### src/inc/motor_pwm_consts.vh
// register offsets, field positions and reset values of the
// pwm update, dead-time and primary fault block
// assumes a 32-bit apb bus with each register on an aligned word
`ifndef MOTOR_PWM_CONSTS_VH
`define MOTOR_PWM_CONSTS_VH

`define OFF_UPDATE_CTRL 12'h000
`define OFF_DT_TIMING 12'h004
`define OFF_DT_SELECT 12'h008
`define OFF_FAULT1_CTRL 12'h00c
`define OFF_IRQ_STATUS 12'h010
`define OFF_IRQ_MASK 12'h014
`define OFF_BLOCK_STATE 12'h018

`define RST_REG16 16'h0000

// update control fields
`define UPD_POSTSCALE_HI 11
`define UPD_POSTSCALE_LO 8
`define UPD_IMMEDIATE_BIT 2
`define UPD_OVERRIDE_SYNC_SEL_BIT 1
`define UPD_BLOCK_BIT 0
`define UPD_WRITE_MASK 16'h0f07

// dead-time timing fields
`define DT_B_PS_HI 15
`define DT_B_PS_LO 14
`define DT_B_CNT_HI 13
`define DT_B_CNT_LO 8
`define DT_A_PS_HI 7
`define DT_A_PS_LO 6
`define DT_A_CNT_HI 5
`define DT_A_CNT_LO 0

`define DT_SEL_WRITE_MASK 16'h00ff

// fault 1 control fields
`define F1_FORCE_LO 8
`define F1_MODE_BIT 7
`define F1_ENABLE_HI 3
`define F1_ENABLE_LO 0
`define F1_WRITE_MASK 16'hff8f

// interrupt status bits
`define IRQ_FAULT1_BIT 0
`define IRQ_TRIGGER_BIT 1
`define IRQ_WIDTH 2

`endif

### src/motor_pwm_deadtime_fault_ctrl.v
// update control, dead-time insertion and primary fault override for four
// pwm generators driving eight high/low outputs, with an apb register slave.
// assumes raw generator levels, time-base boundary and special-event pulses,
// duty/period buffer values and fault inputs all synchronous to clk.
`timescale 1ns/100ps
`default_nettype none
`include "motor_pwm_consts.vh"

module motor_pwm_deadtime_fault_ctrl
(
  input wire clk, // 100 mhz instruction-cycle clock
  input wire rst, // asynchronous reset, active high
  input wire psel, // apb select
  input wire penable, // apb access phase
  input wire pwrite, // apb direction, 1 = write
  input wire [11:0] paddr, // apb byte address
  input wire [31:0] pwdata, // apb write data
  output wire [31:0] prdata, // apb read data
  output wire pready, // apb ready
  output wire pslverr, // apb error on unmapped address
  input wire [3:0] pwm_raw, // raw generator levels, 1 = active
  input wire tb_boundary, // one-cycle pulse at pwm period start
  input wire special_event, // one-cycle special-event compare match
  output wire special_trigger, // postscaled trigger pulse
  input wire [63:0] duty_buffer, // four 16-bit duty buffer values
  output wire [63:0] duty_compare_value, // active duty compare values
  input wire [14:0] period_buffer, // period buffer value
  output wire [14:0] period_active, // active period value
  input wire [7:0] manual_override_en, // 1 = pin taken from manual value
  input wire [7:0] manual_override_val, // manual level per pin
  input wire fault1_in, // primary fault input, active high
  input wire [3:0] fault2_active, // secondary fault forcing per pair
  input wire [7:0] fault2_level, // secondary fault level per pin
  output wire [3:0] high_side_output, // high-side gate drive
  output wire [3:0] low_side_output, // low-side gate drive
  output wire irq // level interrupt
);

  // control registers live in the low half of the bus word
  reg [15:0] update_ctrl_reg;
  reg [15:0] dt_timing_reg;
  reg [15:0] dt_select_reg;
  reg [15:0] fault1_ctrl_reg;
  reg [`IRQ_WIDTH-1:0] irq_status_reg;
  reg [`IRQ_WIDTH-1:0] irq_mask_reg;
  reg [31:0] prdata_reg;
  reg pready_reg;
  reg pslverr_reg;
  reg irq_reg;
  reg [3:0] post_cnt_reg;
  reg trigger_reg;
  reg [63:0] duty_reg;
  reg [14:0] period_reg;
  reg [7:0] ovr_en_reg;
  reg [7:0] ovr_val_reg;
  reg latch_reg;
  reg cycle_hold_reg;
  reg init_reg;
  reg [31:0] rdata_next;
  reg addr_ok;

  // decode, fault and dead-time helpers
  wire wr_en;
  wire clr_latch;
  wire fault_mode_cycle;
  wire fault_active;
  wire [3:0] fault_pairs;
  wire [8:0] dly_a;
  wire [8:0] dly_b;
  wire [3:0] hs_q;
  wire [3:0] ls_q;

  // a write lands only at the edge that ends the access cycle
  assign wr_en = psel & penable & pready_reg & pwrite;
  assign fault_mode_cycle = fault1_ctrl_reg[`F1_MODE_BIT];
  assign fault_active = latch_reg | cycle_hold_reg;
  assign fault_pairs = fault1_ctrl_reg[`F1_ENABLE_HI:`F1_ENABLE_LO];
  // releasing the latch is a w1c of the fault status bit; refused while
  // the input is still asserted so the pins cannot glitch back on
  assign clr_latch = wr_en && (paddr == `OFF_IRQ_STATUS) && pwdata[`IRQ_FAULT1_BIT] && !fault1_in;

  // delay in clk cycles is count shifted by prescale: 1, 2, 4 or 8 cycle units
  assign dly_a = {3'h0, dt_timing_reg[`DT_A_CNT_HI:`DT_A_CNT_LO]}
    << dt_timing_reg[`DT_A_PS_HI:`DT_A_PS_LO];
  assign dly_b = {3'h0, dt_timing_reg[`DT_B_CNT_HI:`DT_B_CNT_LO]}
    << dt_timing_reg[`DT_B_PS_HI:`DT_B_PS_LO];

  // read mux; unimplemented bits come back zero because writes are masked
  always @*
  begin
    rdata_next = 32'h00000000;
    addr_ok = 1'b1;
    case (paddr)
      `OFF_UPDATE_CTRL: rdata_next = {16'h0000, update_ctrl_reg};
      `OFF_DT_TIMING: rdata_next = {16'h0000, dt_timing_reg};
      `OFF_DT_SELECT: rdata_next = {16'h0000, dt_select_reg};
      `OFF_FAULT1_CTRL: rdata_next = {16'h0000, fault1_ctrl_reg};
      `OFF_IRQ_STATUS: rdata_next = {30'h0, irq_status_reg};
      `OFF_IRQ_MASK: rdata_next = {30'h0, irq_mask_reg};
      // the state word shows the registered pin levels and fault holds to software
      `OFF_BLOCK_STATE: rdata_next = {22'h0, latch_reg, cycle_hold_reg, ls_q, hs_q};
      default: addr_ok = 1'b0;
    endcase
  end

  // apb slave: data sampled in the setup cycle, ready in the first access cycle
  // no wait states; the read mux settles well inside a cycle
  always @(posedge clk or posedge rst)
  begin
    if (rst)
    begin
      pready_reg <= 1'b0;
      prdata_reg <= 32'h00000000;
      pslverr_reg <= 1'b0;
    end
    else
    begin
      pready_reg <= psel & ~penable;
      if (psel & ~penable)
      begin
        prdata_reg <= pwrite ? 32'h00000000 : rdata_next;
        pslverr_reg <= ~addr_ok;
      end
      else
      begin
        prdata_reg <= 32'h00000000;
        pslverr_reg <= 1'b0;
      end
    end
  end

  always @(posedge clk or posedge rst)
  begin
    if (rst)
    begin
      update_ctrl_reg <= `RST_REG16;
      dt_timing_reg <= `RST_REG16;
      dt_select_reg <= `RST_REG16;
      fault1_ctrl_reg <= `RST_REG16;
      irq_mask_reg <= 2'h0;
    end
    else if (wr_en)
    begin
      // reserved bits are dropped here, so reads need no mask
      // status bits are cleared in their own process
      case (paddr)
        `OFF_UPDATE_CTRL: update_ctrl_reg <= pwdata[15:0] & `UPD_WRITE_MASK;
        `OFF_DT_TIMING: dt_timing_reg <= pwdata[15:0];
        `OFF_DT_SELECT: dt_select_reg <= pwdata[15:0] & `DT_SEL_WRITE_MASK;
        `OFF_FAULT1_CTRL: fault1_ctrl_reg <= pwdata[15:0] & `F1_WRITE_MASK;
        `OFF_IRQ_MASK: irq_mask_reg <= pwdata[`IRQ_WIDTH-1:0];
        default: irq_mask_reg <= irq_mask_reg;
      endcase
    end
  end

  // sticky status; a new event in the clearing cycle wins over the clear
  // the fault bit follows a level, so it sets again while the fault stands
  // and a clear only sticks once the line has gone low
  always @(posedge clk or posedge rst)
  begin
    if (rst)
    begin
      irq_status_reg <= 2'h0;
      irq_reg <= 1'b0;
    end
    else
    begin
      if (wr_en && (paddr == `OFF_IRQ_STATUS))
        irq_status_reg <= (irq_status_reg & ~pwdata[`IRQ_WIDTH-1:0])
          | {trigger_reg, fault1_in};
      else
        irq_status_reg <= irq_status_reg | {trigger_reg, fault1_in};
      irq_reg <= |(irq_status_reg & irq_mask_reg);
    end
  end

  // special event postscaler
  // >= rather than == so lowering the ratio mid-count cannot skip a wrap
  // the trigger leaves one cycle after the event that completes the count
  always @(posedge clk or posedge rst)
  begin
    if (rst)
    begin
      post_cnt_reg <= 4'h0;
      trigger_reg <= 1'b0;
    end
    else
    begin
      trigger_reg <= 1'b0;
      if (special_event)
      begin
        if (post_cnt_reg >= update_ctrl_reg[`UPD_POSTSCALE_HI:`UPD_POSTSCALE_LO])
        begin
          post_cnt_reg <= 4'h0;
          trigger_reg <= 1'b1;
        end
        else
          post_cnt_reg <= post_cnt_reg + 4'h1;
      end
    end
  end

  // duty, period and manual override transfers
  // period moves on the boundary only; immediate mode applies to duty alone
  // override transfers obey the sync bit even while updates are blocked
  always @(posedge clk or posedge rst)
  begin
    if (rst)
    begin
      duty_reg <= 64'h0000000000000000;
      period_reg <= 15'h0000;
      ovr_en_reg <= 8'h00;
      ovr_val_reg <= 8'h00;
    end
    else
    begin
      if (!update_ctrl_reg[`UPD_BLOCK_BIT])
      begin
        if (update_ctrl_reg[`UPD_IMMEDIATE_BIT] || tb_boundary)
          duty_reg <= duty_buffer;
        if (tb_boundary)
          period_reg <= period_buffer;
      end
      if (!update_ctrl_reg[`UPD_OVERRIDE_SYNC_SEL_BIT] || tb_boundary)
      begin
        ovr_en_reg <= manual_override_en;
        ovr_val_reg <= manual_override_val;
      end
    end
  end

  // primary fault: latched or cycle-by-cycle
  // a fault in the release cycle keeps the latch set
  // switching mode drops the other mode's hold at once
  // init_reg gives the pair logic one forced reload after reset
  always @(posedge clk or posedge rst)
  begin
    if (rst)
    begin
      latch_reg <= 1'b0;
      cycle_hold_reg <= 1'b0;
      init_reg <= 1'b1;
    end
    else
    begin
      init_reg <= 1'b0;
      if (fault1_in && !fault_mode_cycle)
        latch_reg <= 1'b1;
      else if (clr_latch || fault_mode_cycle)
        latch_reg <= 1'b0;
      if (fault1_in && fault_mode_cycle)
        cycle_hold_reg <= 1'b1;
      else if (tb_boundary || !fault_mode_cycle)
        cycle_hold_reg <= 1'b0;
    end
  end

  genvar g;
  generate
    for (g = 0; g < 4; g = g + 1)
    begin : gen_pair
      reg raw_q_reg;
      reg dt_h_reg;
      reg dt_l_reg;
      reg [8:0] cnt_reg;
      reg hs_reg;
      reg ls_reg;
      reg hs_next;
      reg ls_next;
      wire [8:0] dly_on;

      // going active uses the rising source select, inactive the falling one
      assign dly_on = pwm_raw[g] ? (dt_select_reg[2*g+1] ? dly_b : dly_a)
                                 : (dt_select_reg[2*g] ? dly_b : dly_a);

      // both sides off during the dead time, then the new side turns on
      // counter runs at clk rate with the prescale folded into the length
      // a raw change inside the dead time restarts it with the new length
      always @(posedge clk or posedge rst)
      begin
        if (rst)
        begin
          raw_q_reg <= 1'b0;
          dt_h_reg <= 1'b0;
          dt_l_reg <= 1'b0;
          cnt_reg <= 9'h000;
        end
        else if ((pwm_raw[g] != raw_q_reg) || init_reg)
        begin
          raw_q_reg <= pwm_raw[g];
          cnt_reg <= dly_on;
          dt_h_reg <= (dly_on == 9'h000) & pwm_raw[g];
          dt_l_reg <= (dly_on == 9'h000) & ~pwm_raw[g];
        end
        else if (cnt_reg != 9'h000)
        begin
          cnt_reg <= cnt_reg - 9'h001;
          if (cnt_reg == 9'h001)
          begin
            dt_h_reg <= raw_q_reg;
            dt_l_reg <= ~raw_q_reg;
          end
        end
      end

      // priority: fault 1, then fault 2, then manual override, then dead time
      always @*
      begin
        hs_next = ovr_en_reg[2*g+1] ? ovr_val_reg[2*g+1] : dt_h_reg;
        ls_next = ovr_en_reg[2*g] ? ovr_val_reg[2*g] : dt_l_reg;
        if (fault_active && fault_pairs[g])
        begin
          hs_next = fault1_ctrl_reg[`F1_FORCE_LO+2*g+1];
          ls_next = fault1_ctrl_reg[`F1_FORCE_LO+2*g];
        end
        else if (fault2_active[g])
        begin
          hs_next = fault2_level[2*g+1];
          ls_next = fault2_level[2*g];
        end
      end

      // pins leave from flip-flops so the gate drivers never see decode glitches
      always @(posedge clk or posedge rst)
      begin
        if (rst)
        begin
          hs_reg <= 1'b0;
          ls_reg <= 1'b0;
        end
        else
        begin
          hs_reg <= hs_next;
          ls_reg <= ls_next;
        end
      end

      assign hs_q[g] = hs_reg;
      assign ls_q[g] = ls_reg;
    end
  endgenerate

  assign prdata = prdata_reg;
  assign pready = pready_reg;
  assign pslverr = pslverr_reg;
  assign special_trigger = trigger_reg;
  assign duty_compare_value = duty_reg;
  assign period_active = period_reg;
  assign high_side_output = hs_q;
  assign low_side_output = ls_q;
  assign irq = irq_reg;

endmodule // motor_pwm_deadtime_fault_ctrl

`default_nettype wire

### config.mk
export PLATFORM = sky130hd
export DESIGN_NAME = motor_pwm_deadtime_fault_ctrl
export DESIGN_NICKNAME = d
export VERILOG_FILES = /design/src/motor_pwm_deadtime_fault_ctrl.v
export VERILOG_INCLUDE_DIRS = /design/src /design/src/inc
export SDC_FILE = /design/constraint.sdc
export NUM_CORES = 1
export LEC_CHECK = 0
export BUFFER_PORTS_ARGS = -buffer_cell sky130_fd_sc_hd__buf_2
export CORE_UTILIZATION = 45
export DETAILED_ROUTE_END_ITERATION = 10
export HOLD_SLACK_MARGIN = 0.12
export PLACE_DENSITY = 0.7
export SLEW_MARGIN = 30
export SYNTH_ARGS = -nofsm -noshare
export SYNTH_HDL_FRONTEND = slang
export SYNTH_SLANG_ARGS = --single-unit
### constraint.sdc
create_clock -name clk -period 8.7 [get_ports clk]
set_input_delay 1.74 -clock clk [delete_from_list [all_inputs] [get_ports clk]]
set_output_delay 1.74 -clock clk [all_outputs]
set_load 0.03 [all_outputs]
==> results_dict.tcl <==
set metrics [dict create \
    fin_skew_ns 0.0195 \
    placementRows 57 \
    grt_usage 0.216 \
    worstSetupPathType "input pin to flip-flop" \
    portBuffers 253 \
    grt_overflow 0 \
    regArea_um2 5660 \
    crit_family "simple AND/OR/NAND/NOR gates" \
    fmax_ghz 0.276 \
    min-delay-path-class "flip-flop to flip-flop" \
    setup_viol 0 \
    dp_slack_ns 4.55 \
    vdd_drop_max_uv 196 \
    pin_count 286 \
    power_density_nw_per_um2 204 \
    fin_tns_setup_ns 0 \
    synthToLayoutAreaGrowth_pct 21.0 \
    clockBufferDepth 3 \
    hold_ws_ns 0.493 \
    fp.dieW_um 160 \
    drive_gt1_frac 0.391 \
    rsz0062_at_grt "false" \
    endpoint_kind "flip-flop" \
    worst_pin_slew_ns 0.849 \
    avgSynthCellArea_um2 11.5 \
    synth_area_leaders "dfrtp_1 50%, mux2_2 14%, mux2i_1 4.6%, nor2_1 2.7%, a21oi_1 2.2%" \
    crit_arrival_ns 4.04 \
    dp_hpwl_mm 20.3 \
    placed_area_um2 12600 \
    ant_nets 0 \
    final_cell_mix "253 x buf_2, 225 x dfrtp_1, 138 x mux2_2, 81 x nor2_1, 51 x mux2i_1" \
    grt_pass1_vias 8361 \
    netlist_area_um2 11200 \
    grt_pass1_wl_mm 44.2 \
    synth.largest_area_cell "dfrtp_1" \
    antenna_found_initial 0 \
    hold_viol_final 0 \
    grt_max_degree 150 \
    startpoint_type "input pin" \
    ctsRootBufferMaster "clkbuf_16" \
    cpMaxStageDelayCell "or4_4" \
    fill_cells 2081 \
    wl_per_cell_um 17.8 \
    worst_slack_ns 5.08 \
    final_common_cell "buf_2" \
    die_area_um2 25500 \
    seq_area_frac_synth 0.506 \
    dr.first_iter.drc_count 529 \
    run_status "finished, final reports clean" \
    gp_congestion 0.879 \
    h-tree-depth 1 \
    crit_fanout 13 \
    start_util 0.460 \
    cts-buffers-inserted 25 \
    slowest_delay_ns 0.57 \
    synth_cell_type_count 65 \
    cts_tree "yes" \
    yosysWarnings 0 \
    cts_resized 0 \
    clk_latency_ns 0.54 \
    slew_headroom 0.434 \
    leakage_uw 0.00635 \
    largest_reg_flops 64 \
    synth_cells 972 \
    cts_hold_buf 0 \
    synth_top_cell_area_share 0.504 \
    fin_nets 1381 \
    slew_violations 0 \
    vias_per_cell 5.44 \
    period_minus_slack_ns 3.62 \
    core_um2 24300 \
    crit_chain "buf_2 -> or4_4 -> nor4_4 -> nand2b_4 -> nor2_4 -> mux2_2" \
    critPathRequiredTime_ns 9.11 \
    post_cts_buffers 0 \
    synth_ff_type "dfrtp_1" \
    die_y_um 160 \
    finalPower_uw 2760 \
    cts.clk_slew.worst_paths_ns 0.06 \
    layout_worst_path_cycle_share 0.417 \
    via_count 8400 \
    yosys_register_bits 226 \
    path_buf_inv 1 \
    drc 0 \
    max_cap_viol_count 0 \
    antennaDiodeCount 0 \
    fin_area_um2 13500 \
    wl_mm 27.5 \
    multi_input_area_um2 5130 \
    synth_edf_count 0 \
    cts.sinks 226 \
    synthArstFlopShare 1.00 \
    firstDrtPassIters 5 \
]
## kinds of logic (layout without fill, tap and decap cells)
kind of cell | count (synthesis) | in the layout | share of synthesized area
flops | 226 | 226 | 0.506
mux | 212 | 212 | 0.214
fa+ha+maj | 13 | 13 | 0.0145
xor+xnor | 20 | 20 | 0.0157
compound gates | 176 | 176 | 0.101
buf+inv | 96 | 328 | 0.0422
simple gates | 228 | 228 | 0.107
other cells | 1 | 17 | 0.000335
## final cells by class
cell class                      instances  share of cell area
Sequential cell                       226               0.418
Inverter                               24             0.00758
Timing Repair Buffer                  262              0.0989
Multi-Input combinational cell        666               0.379
Tap cell                              324              0.0300
Clock inverter                          6              0.0107
Clock buffer                           36              0.0552
## worst reg2reg max path, delay by kind of cell (launching register included)
family	cells	cell delay [ns]
multiplexers	3	0.91
AO/OA/AOI/OAI	2	0.95
flip-flops	1	0.71
## through the flow
stage | utilization | instances
3_5_place_dp | 0.519 | 1502
4_1_cts | 0.556 | 1544
3_3_place_gp | 0.519 | 1502
5_1_grt | 0.556 | 1544
2_1_floorplan | - | 988
6_report | 0.556 | 1544
## cells in the mapped netlist (6+ instances only)
library cell / number
dfrtp_1: 225
mux2_2: 138
nor2_1: 81
mux2i_1: 51
a21oi_1: 49
o21ai_0: 42
clkbuf_1: 41
nand2_1: 36
a211oi_1: 31
buf_4: 24
inv_1: 24
nor3_1: 23
ha_1: 13
nor2b_1: 12
nand3_1: 11
a22oi_1: 10
mux2_1: 10
mux2_4: 10
xnor2_1: 10
xor2_1: 10
nand2b_1: 9
or4_1: 9
a21o_1: 8
or2_2: 6
or3_1: 6
## path summary, 6_finish.rpt
path	startpoint	slack, ns	end	cells after the start
max	paddr[9]	5.08	fault1_ctrl_reg[14]	6
min	fault1_ctrl_reg[7]	0.49	latch_reg	1
max reg2reg	dt_timing_reg[14]	6.01	gen_pair[0].dt_l_reg	5
min reg2reg	fault1_ctrl_reg[7]	0.49	latch_reg	1
max in group asynchronous	rst	6.25	duty_compare_value[35]	3
min in group asynchronous	rst	1.28	period_active[9]	2
## power by group
part	internal, µW	switching (µW)	total (µW)	leakage (µW)
sequential	1130	58.2	1190	0.00283
clock	712	424	1140	0.000439
combinational	173	265	437	0.00308
## per-layer routing
metal,track usage,part of all wire
met1,0.293,0.43
met2,0.357,0.48
met3,0.0434,0.070
met4,0.0516,0.018
met5,0,0
(Power assumes the default switching activity.)
